$ cat src/include/mode_fsm_defines.vh
/*
 operating-mode constants: mode field codes, timing figures and derived counts.
 assumes a 250 MHz core clock; included by the mode state machine files.
*/
`ifndef MODE_FSM_DEFINES_VH
`define MODE_FSM_DEFINES_VH

// mode field encoding
`define MODE_INIT      3'h0
`define MODE_NORMAL    3'h1
`define MODE_STOP      3'h2
`define MODE_SLEEP     3'h3
`define MODE_RESTART   3'h4
`define MODE_FAILSAFE  3'h5

// mode request codes carried by an spi write
`define REQ_NORMAL     2'h0
`define REQ_STOP       2'h1
`define REQ_SLEEP      2'h2

// clock and timing figures
`define CLK_MHZ            250
`define RESET_DELAY_US     10
`define RESET_DELAY_CYC    (`RESET_DELAY_US * `CLK_MHZ)
`define CFG_FILTER_US      1
`define CFG_FILTER_CYC     (`CFG_FILTER_US * `CLK_MHZ)
`define LONG_WINDOW_MS     200
`define LONG_WINDOW_CYC    (`LONG_WINDOW_MS * 1000 * `CLK_MHZ)

// reset values
`define RST_FAIL_COUNT_BIT 1'b0

`endif

$ cat src/rtl/mode_state_machine.v
/*
 operating-mode state machine: six modes, development mode, strap capture,
 watchdog failure and overvoltage reactions.
 assumes spi words arrive decoded as one-cycle strobes on core_clk_in,
 pins arrive unsynchronised, and rst_in stands for the power-on reset.
*/
// Contract
// - restart leaves for normal after reset delay once the failure is gone
// - fail-safe keeps main regulator off until wake or overtemperature ends
// - stop keeps main regulator on; sleep turns it off
// - development mode reaches all states and halts the watchdog
// - development mode only if strap pin grounded during init
// - configuration and diagnosis travel over a 16-bit spi
// - mode field set by spi writes, cleared through restart
// - start in init after power-on with a long open window
// - weak pull-down on interrupt pin throughout reset delay; the code pulls down only while power-on flag set
// - filter interrupt pin during delay, latch at reset output rise
// - while power-on flag set, each reset low phase re-samples config
// - no stable level latches config pin as zero
// - config pin one sends watchdog failure to restart
// - config pin zero sends failure to fail-safe, first with bit zero restarts
// - fail outputs after first failure if bit one, else after second
// - overvoltage with enable sets flag, fail outputs, restart or fail-safe
// - overvoltage without enable only sets flag
// - failure-count bit and config pin bit readable
// - latched configuration persists until power-on reset
// - any spi command in init moves to normal
// - host triggers watchdog inside long window, configuring it
// - no trigger in long window flags failure and enters restart
// - wake events ignored in init
// - wake in normal raises interrupt, mode unchanged
// - sleep with wake flags pending goes through restart to normal
// - stop to sleep request sets spi error and restarts
`default_nettype none
`include "mode_fsm_defines.vh"

module mode_state_machine #(
   parameter integer RESET_DELAY_CYC = `RESET_DELAY_CYC,
   parameter integer LONG_WINDOW_CYC = `LONG_WINDOW_CYC
) (
   input  wire       core_clk_in,
   input  wire       rst_in,
   input  wire       spi_cmd_in,
   input  wire       spi_mode_wr_in,
   input  wire [1:0] spi_mode_req_in,
   input  wire       wd_trigger_in,
   input  wire       fail_count_bit_in,
   input  wire       ov_reset_enable_in,
   input  wire       por_flag_clear_in,
   input  wire       test_pin_in,
   input  wire       int_pin_in,
   input  wire       overvoltage_in,
   input  wire       undervoltage_in,
   input  wire       overtemp_in,
   input  wire       wake_event_in,
   input  wire       wake_flags_pending_in,
   output reg  [2:0] mode_field_out,
   output reg        main_regulator_on_out,
   output reg        reset_output_out,
   output reg        int_pulldown_out,
   output reg        int_request_out,
   output reg        fail_outputs_out,
   output reg        overvoltage_flag_out,
   output reg        spi_error_flag_out,
   output reg        wd_failure_flag_out,
   output reg        por_flag_out,
   output reg        dev_mode_out,
   output reg        latched_config_pin_out,
   output reg        hardware_control_reg_out
);

   ////////////////////////////////////////////////////////////////////////////
   // pin synchronisers
   reg [1:0] test_sync;
   reg [1:0] int_sync;
   reg [1:0] ov_sync;
   reg [1:0] uv_sync;
   reg [1:0] ot_sync;
   reg [1:0] wake_sync;

   always @(posedge core_clk_in) begin
      if (rst_in) begin
         test_sync <= 2'h3;
         int_sync  <= 2'h0;
         ov_sync   <= 2'h0;
         uv_sync   <= 2'h0;
         ot_sync   <= 2'h0;
         wake_sync <= 2'h0;
      end else begin
         test_sync <= {test_sync[0], test_pin_in};
         int_sync  <= {int_sync[0], int_pin_in};
         ov_sync   <= {ov_sync[0], overvoltage_in};
         uv_sync   <= {uv_sync[0], undervoltage_in};
         ot_sync   <= {ot_sync[0], overtemp_in};
         wake_sync <= {wake_sync[0], wake_event_in};
      end
   end

   wire test_low = ~test_sync[1];
   wire int_lvl  = int_sync[1];
   wire ov_lvl   = ov_sync[1];
   wire uv_lvl   = uv_sync[1];
   wire ot_lvl   = ot_sync[1];
   wire wake_lvl = wake_sync[1];

   ////////////////////////////////////////////////////////////////////////////
   // strap filter
   wire filt_stable;
   wire filt_level;
   reg  cfg_sampling;

   cfg_pin_filter u_filter (
      .core_clk_in  (core_clk_in),
      .rst_in       (rst_in),
      .enable_in    (cfg_sampling),
      .pin_level_in (int_lvl),
      .stable_out   (filt_stable),
      .level_out    (filt_level)
   );

   ////////////////////////////////////////////////////////////////////////////
   // state and counters
   reg [2:0]  mode;
   reg [2:0]  next_mode;
   reg [31:0] delay_cnt;
   reg [31:0] wd_cnt;
   reg        wd_long;
   reg        fail_count;
   reg        ov_last;
   reg        sleep_wait;
   reg        ot_last;

   wire delay_done = (delay_cnt >= RESET_DELAY_CYC - 1);
   wire wd_expired = wd_long && !dev_mode_out && (wd_cnt >= LONG_WINDOW_CYC - 1);
   wire ov_rise    = ov_lvl && !ov_last;
   wire ov_act     = ov_rise && ov_reset_enable_in;
   wire [2:0] fail_mode = latched_config_pin_out ? `MODE_RESTART : `MODE_FAILSAFE;
   wire enter_rst  = (next_mode == `MODE_RESTART) && (mode != `MODE_RESTART);
   wire next_ro    = enter_rst ? 1'b0 :
                     ((mode == `MODE_INIT || mode == `MODE_RESTART) && delay_done) ? 1'b1 :
                     reset_output_out;

   // destination of a watchdog failure from the config and failure count
   function [2:0] wd_fail_dest;
      input latched_config_pin;
      input cfg_bit;
      input first_done;
      begin
         if (latched_config_pin)
            wd_fail_dest = `MODE_RESTART;
         else if (!cfg_bit && !first_done)
            wd_fail_dest = `MODE_RESTART;
         else
            wd_fail_dest = `MODE_FAILSAFE;
      end
   endfunction

   ////////////////////////////////////////////////////////////////////////////
   // next mode
   always @* begin
      next_mode = mode;
      case (mode)
         `MODE_INIT: begin
            if (wd_expired)
               next_mode = `MODE_RESTART;
            else if (ov_act)
               next_mode = fail_mode;
            else if (spi_cmd_in)
               next_mode = `MODE_NORMAL;
         end
         `MODE_NORMAL, `MODE_STOP: begin
            if (wd_expired)
               next_mode = wd_fail_dest(latched_config_pin_out, fail_count_bit_in,
                                        fail_count);
            else if (ov_act)
               next_mode = fail_mode;
            else if (uv_lvl)
               next_mode = `MODE_RESTART;
            else if (spi_mode_wr_in) begin
               case (spi_mode_req_in)
                  `REQ_NORMAL: next_mode = `MODE_NORMAL;
                  `REQ_STOP:   next_mode = `MODE_STOP;
                  `REQ_SLEEP: begin
                     if (mode == `MODE_STOP)
                        next_mode = `MODE_RESTART;
                     else if (wake_flags_pending_in)
                        next_mode = `MODE_RESTART;
                     else
                        next_mode = `MODE_SLEEP;
                  end
                  default:     next_mode = mode;
               endcase
            end
         end
         `MODE_SLEEP: begin
            if (wake_lvl)
               next_mode = `MODE_RESTART;
         end
         `MODE_RESTART: begin
            if (delay_done && !uv_lvl && !ov_act)
               next_mode = `MODE_NORMAL;
         end
         `MODE_FAILSAFE: begin
            if (wake_lvl || (ot_last && !ot_lvl))
               next_mode = `MODE_RESTART;
         end
         default: next_mode = `MODE_INIT;
      endcase
   end

   ////////////////////////////////////////////////////////////////////////////
   // mode register, timers, flags
   always @(posedge core_clk_in) begin
      if (rst_in) begin
         mode                 <= `MODE_INIT;
         mode_field_out       <= `MODE_INIT;
         delay_cnt            <= 32'h0000_0000;
         wd_cnt               <= 32'h0000_0000;
         wd_long              <= 1'b1;
         fail_count           <= 1'b0;
         ov_last              <= 1'b0;
         ot_last              <= 1'b0;
         sleep_wait           <= 1'b0;
         reset_output_out     <= 1'b0;
         fail_outputs_out     <= 1'b0;
         overvoltage_flag_out <= 1'b0;
         spi_error_flag_out   <= 1'b0;
         wd_failure_flag_out  <= 1'b0;
         int_request_out      <= 1'b0;
      end else begin
         mode           <= next_mode;
         mode_field_out <= (next_mode == `MODE_RESTART) ? `MODE_INIT : next_mode;
         ov_last        <= ov_lvl;
         ot_last        <= ot_lvl;
         sleep_wait     <= 1'b0;
         int_request_out <= (mode == `MODE_NORMAL || mode == `MODE_STOP) && wake_lvl;
         if (ov_rise)
            overvoltage_flag_out <= 1'b1;
         if (ov_act)
            fail_outputs_out <= 1'b1;
         if (spi_mode_wr_in && mode == `MODE_STOP && spi_mode_req_in == `REQ_SLEEP)
            spi_error_flag_out <= 1'b1;
         // reset output low in restart until the delay runs out
         if (next_mode == `MODE_RESTART && mode != `MODE_RESTART) begin
            delay_cnt        <= 32'h0000_0000;
            reset_output_out <= 1'b0;
         end else if (mode == `MODE_INIT || mode == `MODE_RESTART) begin
            if (delay_done)
               reset_output_out <= 1'b1;
            else
               delay_cnt <= delay_cnt + 32'h0000_0001;
         end
         // watchdog: long window in init, halted in development mode
         if (dev_mode_out) begin
            wd_cnt <= wd_cnt;
         end else if (wd_trigger_in) begin
            wd_cnt  <= 32'h0000_0000;
            wd_long <= 1'b0;
         end else if (wd_expired) begin
            wd_cnt              <= 32'h0000_0000;
            wd_long             <= 1'b1;
            wd_failure_flag_out <= 1'b1;
            fail_count          <= 1'b1;
            if (fail_count_bit_in || fail_count)
               fail_outputs_out <= 1'b1;
         end else if (wd_long && reset_output_out && mode != `MODE_SLEEP &&
                      mode != `MODE_FAILSAFE) begin
            wd_cnt <= wd_cnt + 32'h0000_0001;
         end
      end
   end

   ////////////////////////////////////////////////////////////////////////////
   // regulator, strap capture and development mode
   reg ro_last;

   always @(posedge core_clk_in) begin
      if (rst_in) begin
         main_regulator_on_out    <= 1'b1;
         int_pulldown_out         <= 1'b1;
         cfg_sampling             <= 1'b0;
         ro_last                  <= 1'b0;
         por_flag_out             <= 1'b1;
         dev_mode_out             <= 1'b0;
         latched_config_pin_out   <= 1'b0;
         hardware_control_reg_out <= `RST_FAIL_COUNT_BIT;
      end else begin
         main_regulator_on_out <= (next_mode != `MODE_SLEEP) &&
                                  (next_mode != `MODE_FAILSAFE);
         ro_last                  <= reset_output_out;
         hardware_control_reg_out <= fail_count_bit_in;
         if (por_flag_clear_in)
            por_flag_out <= 1'b0;
         cfg_sampling     <= por_flag_out && !reset_output_out;
         int_pulldown_out <= por_flag_out && !next_ro;
         if (por_flag_out && reset_output_out && !ro_last)
            latched_config_pin_out <= filt_stable ? filt_level : 1'b0;
         if (mode == `MODE_INIT && test_low)
            dev_mode_out <= 1'b1;
      end
   end

endmodule // mode_state_machine
`default_nettype wire

$ cat src/rtl/cfg_pin_filter.v
/*
 continuous filter of the interrupt pin level during the reset delay.
 assumes pin_level_in is already synchronised to core_clk_in.
*/
`default_nettype none
`include "mode_fsm_defines.vh"

module cfg_pin_filter #(
   parameter integer FILTER_CYC = `CFG_FILTER_CYC
) (
   input  wire core_clk_in,
   input  wire rst_in,
   input  wire enable_in,
   input  wire pin_level_in,
   output reg  stable_out,
   output reg  level_out
);

   reg        last;
   reg [15:0] count;

   ////////////////////////////////////////////////////////////////////////////
   // a level counts only once it has held for the filter time
   always @(posedge core_clk_in) begin
      if (rst_in || !enable_in) begin
         last       <= 1'b0;
         count      <= 16'h0000;
         stable_out <= 1'b0;
         level_out  <= 1'b0;
      end else if (pin_level_in != last) begin
         last       <= pin_level_in;
         count      <= 16'h0000;
         stable_out <= 1'b0;
      end else if (count >= FILTER_CYC[15:0] - 16'h0001) begin
         stable_out <= 1'b1;
         level_out  <= last;
      end else begin
         count <= count + 16'h0001;
      end
   end

endmodule // cfg_pin_filter
`default_nettype wire

$ cat config.mk
export PLATFORM = sky130hd
export DESIGN_NAME = mode_state_machine
export DESIGN_NICKNAME = d
export VERILOG_FILES = /design/src/rtl/mode_state_machine.v /design/src/rtl/cfg_pin_filter.v
export VERILOG_INCLUDE_DIRS = /design/src /design/src/include
export SDC_FILE = /design/constraint.sdc
export NUM_CORES = 1
export LEC_CHECK = 0
export CAP_MARGIN = 20
export CORE_MARGIN = 2
export CORE_UTILIZATION = 62
export CTS_CLUSTER_DIAMETER = 50
export CTS_CLUSTER_SIZE = 14
export DETAILED_ROUTE_END_ITERATION = 10
export DONT_BUFFER_PORTS = 1
export PLACE_DENSITY = 0.88
export SETUP_SLACK_MARGIN = 0.3
export SYNTH_ARGS = -nofsm -noshare
export SYNTH_HDL_FRONTEND = slang
export SYNTH_SLANG_ARGS = --single-unit
$ cat constraint.sdc
create_clock -name core_clk_in -period 3.3 [get_ports core_clk_in]
set_input_delay 0.495 -clock core_clk_in [delete_from_list [all_inputs] [get_ports core_clk_in]]
set_output_delay 0.495 -clock core_clk_in [all_outputs]
set_load 0.01 [all_outputs]
Word-level counts from Yosys, hierarchy flattened
Index checks and enable logic that the tools add are counted.
{ "totals": {"ff_bits": 118, "in_bits": 17, "out_inout_bits": 15} }
{ "classes": {"add_sub_neg": 3, "order_cmp": 3, "n_eq_ne": 14, "muxes": 30, "bitwise": 5, "n_reduce_logical": 52} }
{ "ops": {"columns": ["cell", "count"], "rows": [
  ["32-bit 2-to-1 mux", 3],
  ["32-bit by 1-bit adder with 32-bit output (second input constant)", 2],
  ["3-bit 2-to-1 mux", 12],
  ["32-bit by 12-bit greater-or-equal comparator with 1-bit output (second input constant)", 1],
  ["32-bit by 26-bit greater-or-equal comparator with 1-bit output (second input constant)", 1],
  ["1-bit logical AND", 22],
  ["16-bit by 1-bit adder with 16-bit output (second input constant)", 1],
  ["16-bit by 8-bit greater-or-equal comparator with 1-bit output (second input constant)", 1],
  ["3-bit one-hot mux with 5 select lines", 1],
  ["1-bit 2-to-1 mux", 13],
  ["1-bit zero test", 11],
  ["2-bit AND reduction", 5],
  ["3-bit == test (second input constant)", 3],
  ["3-bit != test (second input constant)", 3],
  ["3-bit one-hot mux with 3 select lines", 1],
  ["2-bit OR reduction", 4],
  ["3-bit by 2-bit == test with 1-bit output (second input constant)", 2],
  ["3-bit by 2-bit != test with 1-bit output (second input constant)", 2],
  ["1-bit logical OR", 5],
  ["1-bit inverter", 5],
  ["3-bit by 1-bit == test with 1-bit output (second input constant)", 1],
  ["3-bit zero test", 1],
  ["3-bit AND reduction", 1],
  ["3-bit nonzero test", 1],
  ["5 further kinds", 5]
]} }

Longest topological paths before layout
{ "logic_depth": {"ltp_word": 13, "ltp_mapped": 10} }

Hierarchy
From an unflattened synthesis, not the netlist that was laid out.
{ "unflattened": {"hier_cells": 524, "hier_area_um2": 4845.9} }
{ "by_module_without_submodules": {"columns": ["mod", "n_inst", "cells_each", "area_each_um2"], "rows": [
  ["mode_state_machine", 1, 439, 4047.6],
  ["cfg_pin_filter", 1, 85, 798.3]
]} }

Worst setup path after synthesis
Ideal clock, no wire load.
{ "synth_path": {"kind": "reg2reg", "startpoint": "register wd_cnt[7]", "endpoint": "register wd_cnt[21]", "arrival_ns": 2.362, "required_ns": 3.240, "path_slack_ns": 0.878, "path_stages_with_launch": 8, "path_buffers": 1, "synth_period_minus_slack_ns": 2.422, "path_cell_list": "dfxtp_1 or4_4 o311ai_4 a21oi_2 or3_1 clkbuf_1 or4_1 nand2_1"} }
{ "synth_between": {"elab_chain_cells": 4, "elab_cells_between_ends": 8} }
{ "synth_rtl": {"columns": ["item", "line", "source"], "rows": [
  ["start, declared", "mode_state_machine.v:126", "reg [31:0] wd_cnt;"],
  ["start signal, assigned", "mode_state_machine.v:255", "wd_cnt <= wd_cnt;"],
  ["start signal, assigned", "mode_state_machine.v:268", "wd_cnt <= wd_cnt + 32'h0000_0001;"],
  ["32-bit by 1-bit adder with 32-bit output or 32-bit by 26-bit greater-or-equal comparator with 1-bit output (tied branches)", "mode_state_machine.v:268, mode_state_machine.v:134", null],
  ["32-bit 2-to-1 mux or 1-bit logical AND (tied branches)", "mode_state_machine.v:266, mode_state_machine.v:134", null],
  ["32-bit 2-to-1 mux or 3-bit nonzero test (tied branches)", null, null],
  ["32-bit 2-to-1 mux or 2-bit AND reduction (tied branches)", null, null]
]} }
Parallel ways exist; a longest one is shown, timed or not. The select of a mux whose other input is x is not followed.
A chain may end at the register's enable or synchronous reset.

Final worst setup path
{ "layout_path": {"startpoint": "register wd_cnt[22]", "endpoint": "register wd_cnt[18]"} }
{ "layout_between": {"elab_chain_cells": 4, "elab_cells_between_ends": 6} }
{ "layout_rtl": {"columns": ["item", "line", "source"], "rows": [
  ["32-bit by 26-bit greater-or-equal comparator with 1-bit output *", "mode_state_machine.v:134", "wire wd_expired = wd_long && !dev_mode_out && (wd_cnt >= LONG_WINDOW_CYC - 1);"],
  ["1-bit logical AND *", "mode_state_machine.v:134", null],
  ["3-bit nonzero test (no source line) or 32-bit 2-to-1 mux (tied branches)", null, null],
  ["2-bit AND reduction (no source line) or 32-bit 2-to-1 mux (tied branches)", null, null]
]} }
Every way passes the cells marked *; elsewhere a longest branch is shown, timed or not.

==> results.toml <==
[worst_setup_path]
startpoint_type = "register"
crit_path_top_delay_cell = "nor3_1"
r2r-start = "wd_cnt[22]"
crit_top_cell = "a21oi_1"
slowest_delay_ns = 0.48
crit_arrival_ns = 3.23
path_buf_inv = 1
reg2regPathDepth = 8
end_kind = "register"
path_cells = "nand2_1 > nor3_1 > a21oi_1 > a21oi_2 > o31ai_2 > buf_4 > or4_1 > a21oi_1"
r2r-end = "wd_cnt[18]"
path_max_fanout = 10
criticalPathCategory = "reg2reg"
rrSetupSlack_ns = 0.53
crit_family = "simple AND/OR/NAND/NOR gates"
required_ns = 3.76

[place]
dp_hpwl_mm = 6.529
gp_congestion = 0.8804
numPlacedInstances = 613
io_buffer_count = 0
post_dp_cell_area_um2 = 4871
place_ws_ns = 0.6670

[detailed_routing]
firstDrtPassIters = 5
drtIter0Drc = 429
finalWirelength_mm = 10.34
ant_nets = 0
wl_per_cell_um = 16.03
vias_per_cell = 6.088
vias = 3927
drc = 0

[logic_synthesis]
yosysWarningCount = 0
synth_common_cells = "dfxtp_1 (118), nor2_1 (48), a21oi_1 (36)"
synthFlopType = "dfxtp_1"
muxShareOfSynthArea_pct = 0.4169
synthAdderAreaFrac_pct = 1.303
netlist_top_cells_area = "dfxtp_1 (49%), nor3b_1 (3.9%), a21oi_1 (3.8%)"
synth_top_family_by_area = "simple AND/OR/NAND/NOR gates"
ys_types = 53
synth-xor-area-share_pct = 3.648
synth-compound-area-share_pct = 13.44
ys_ff_latch = 118
synth_edf_count = 0
synth_top_area_cell = "dfxtp_1"
postSynthAreaPerCell_um2 = 9.061
seq_area_frac_synth_pct = 49.19
syn_inst = 530
synth.most_common_cell = "dfxtp_1"
yosysTopAreaCellShare_pct = 49.19
synthSimpleGateAreaFrac_pct = 29.05
syn_area_um2 = 4802
ys_async_sr_fraction_pct = 0
syn_nets = 552

[clocking]
clock-root-buffer = "clkbuf_8"
cts_max_level = 4
cts.repair.resized = 0
clock_latency_ns = 0.53
postCtsSetupBuffers = 0
path_clk_slew_ns = 0.06
numCtsBuffers = 17
tritoncts = "yes"
cts_buffer_depth = 2
cts_num_sinks = 118
cts_hold_buf = 0

[floorplan]
chipWidth_um = 92.01
die_h_um = 92.01
start_util_pct = 63.13
io_pins = 32
die-area_um2 = 8465
num_rows = 32
coreArea_um2 = 7607

[pwr]
p_per_area_nw_per_um2 = 623.4
p_leak_nw = 1.970
max-vdd-ir-drop_mv = 0.5308
power.total_mw = 3.393

[cells_and_area]
final_cells = 645
fin_area_um2 = 5443
layout-drive-gt1-share_pct = 8.840
final_nets = 552
area_delta_synth_final_pct = 13.34
antennaDiodeCount = 0
fillers = 535
final_core_util_pct = 71.55

[global_route]
grt_pass1_vias = 3704
grt_overflow = 0
met2_usage_pct = 41.54
grt_busiest_layer = "met2"
grt_use_total_pct = 25.50
grt.met3_usage_pct = 7.395
grtUsageMet1_pct = 31.38
grt_pass1_wl_mm = 17.22
antenna_found_initial = 0
grt_max_degree = 74

[sta]
rsz0062_at_grt = "no"
holdWs_ns = 0.03259
fin_tns_setup_ns = 0
fmax_ghz = 0.3612
hold_violations = 0
fin_ws_ns = 0.5317
skew_ns = 0.01153
timing.final.crit_share_pct = 83.89
final-setup-viol-count = 0
relSlewSlack_pct = 50.61
drv_slew = 0
min_period_ns = 2.768
tightestPinTransition_ns = 0.7352

[worst_hold_path]
holdCritPathClass = "in2reg"
hp-start = "rst_in"
holdPathStages = 1
hold_end = "delay_cnt[28]"

[job]
cap_violations = 0

[status]
outcome = "completed"
[report_power, final]
group	switching, mW	leakage (nW)	internal [mW]
clock network	0.729	0.268	1.03
registers	0.0331	0.956	1.45
logic	0.0899	0.745	0.0598
total	0.852	1.97	2.54
[per-layer routing]
layer  part of all wire, %  vias to the layer above
met4                   1.6                        0
met3                   5.4                       26
met5                     0                        -
met2                    50                      118
li1                      -                     1902
met1                    43                     1881
[final cells by class]
cell class                 count  area, µm²  area share [%]
sequential                   118       2362           43.40
multi-input combinational    376       2302           42.30
clock buffer                  17      414.1           7.609
clock inverter                15      157.7           2.897
tap                          102      127.6           2.345
inverter                      13      48.80          0.8966
timing repair buffer           4      30.03          0.5517
[flip-flops by register name, indices dropped and copies added, names as in the netlist, 2 cells and up]
name	cells
uv_sync	2
ov_sync	2
mode	3
int_sync	2
ot_sync	2
wd_cnt	32
u_filter.count	16
test_sync	2
delay_cnt	32
wake_sync	2
mode_field_out	3
[how the worst max path moves through the flow]
stage                     cells after the start    endpoint       start  slack (ns)
after floorplan                               7  wd_cnt[21]   wd_cnt[7]        0.88
after global placement                        7  wd_cnt[21]   wd_cnt[7]        0.73
after detailed placement                      7  wd_cnt[21]   wd_cnt[7]        0.67
after CTS                                     8  wd_cnt[24]  wd_cnt[23]        0.60
after global routing                          8  wd_cnt[24]  wd_cnt[23]        0.39
final                                         8  wd_cnt[18]  wd_cnt[22]        0.53
[cell usage in the layout, fill, tap and decap left out, types with 5 or more instances in the layout]
cell type,n
nand4_1,10
dfxtp_1,118
ha_1,5
nand2_1,33
clkbuf_16,16
or3_1,14
nand3_1,20
inv_6,8
and3_1,5
nor4_1,9
nor3b_1,25
a31oi_1,8
nor3_1,19
o31ai_1,8
nor2_1,48
o21ai_1,8
inv_1,13
nor2b_1,21
a21oi_1,35
or4_1,8
and2_1,18
nand2b_1,5
xnor2_1,6
xor2_1,14
o21ai_0,14
[cell families (layout without fill, tap and decap cells)]
logic type | count (synthesis) | after routing
and+or+nand+nor | 249 | 249
DFF | 118 | 118
AOI/OAI and AO/OA | 100 | 100
buffers and inverters | 36 | 49
xor gates and xnor gates | 20 | 20
adders and majority gates | 5 | 5
muxes | 2 | 2
Power figures use the tool's default switching activity.
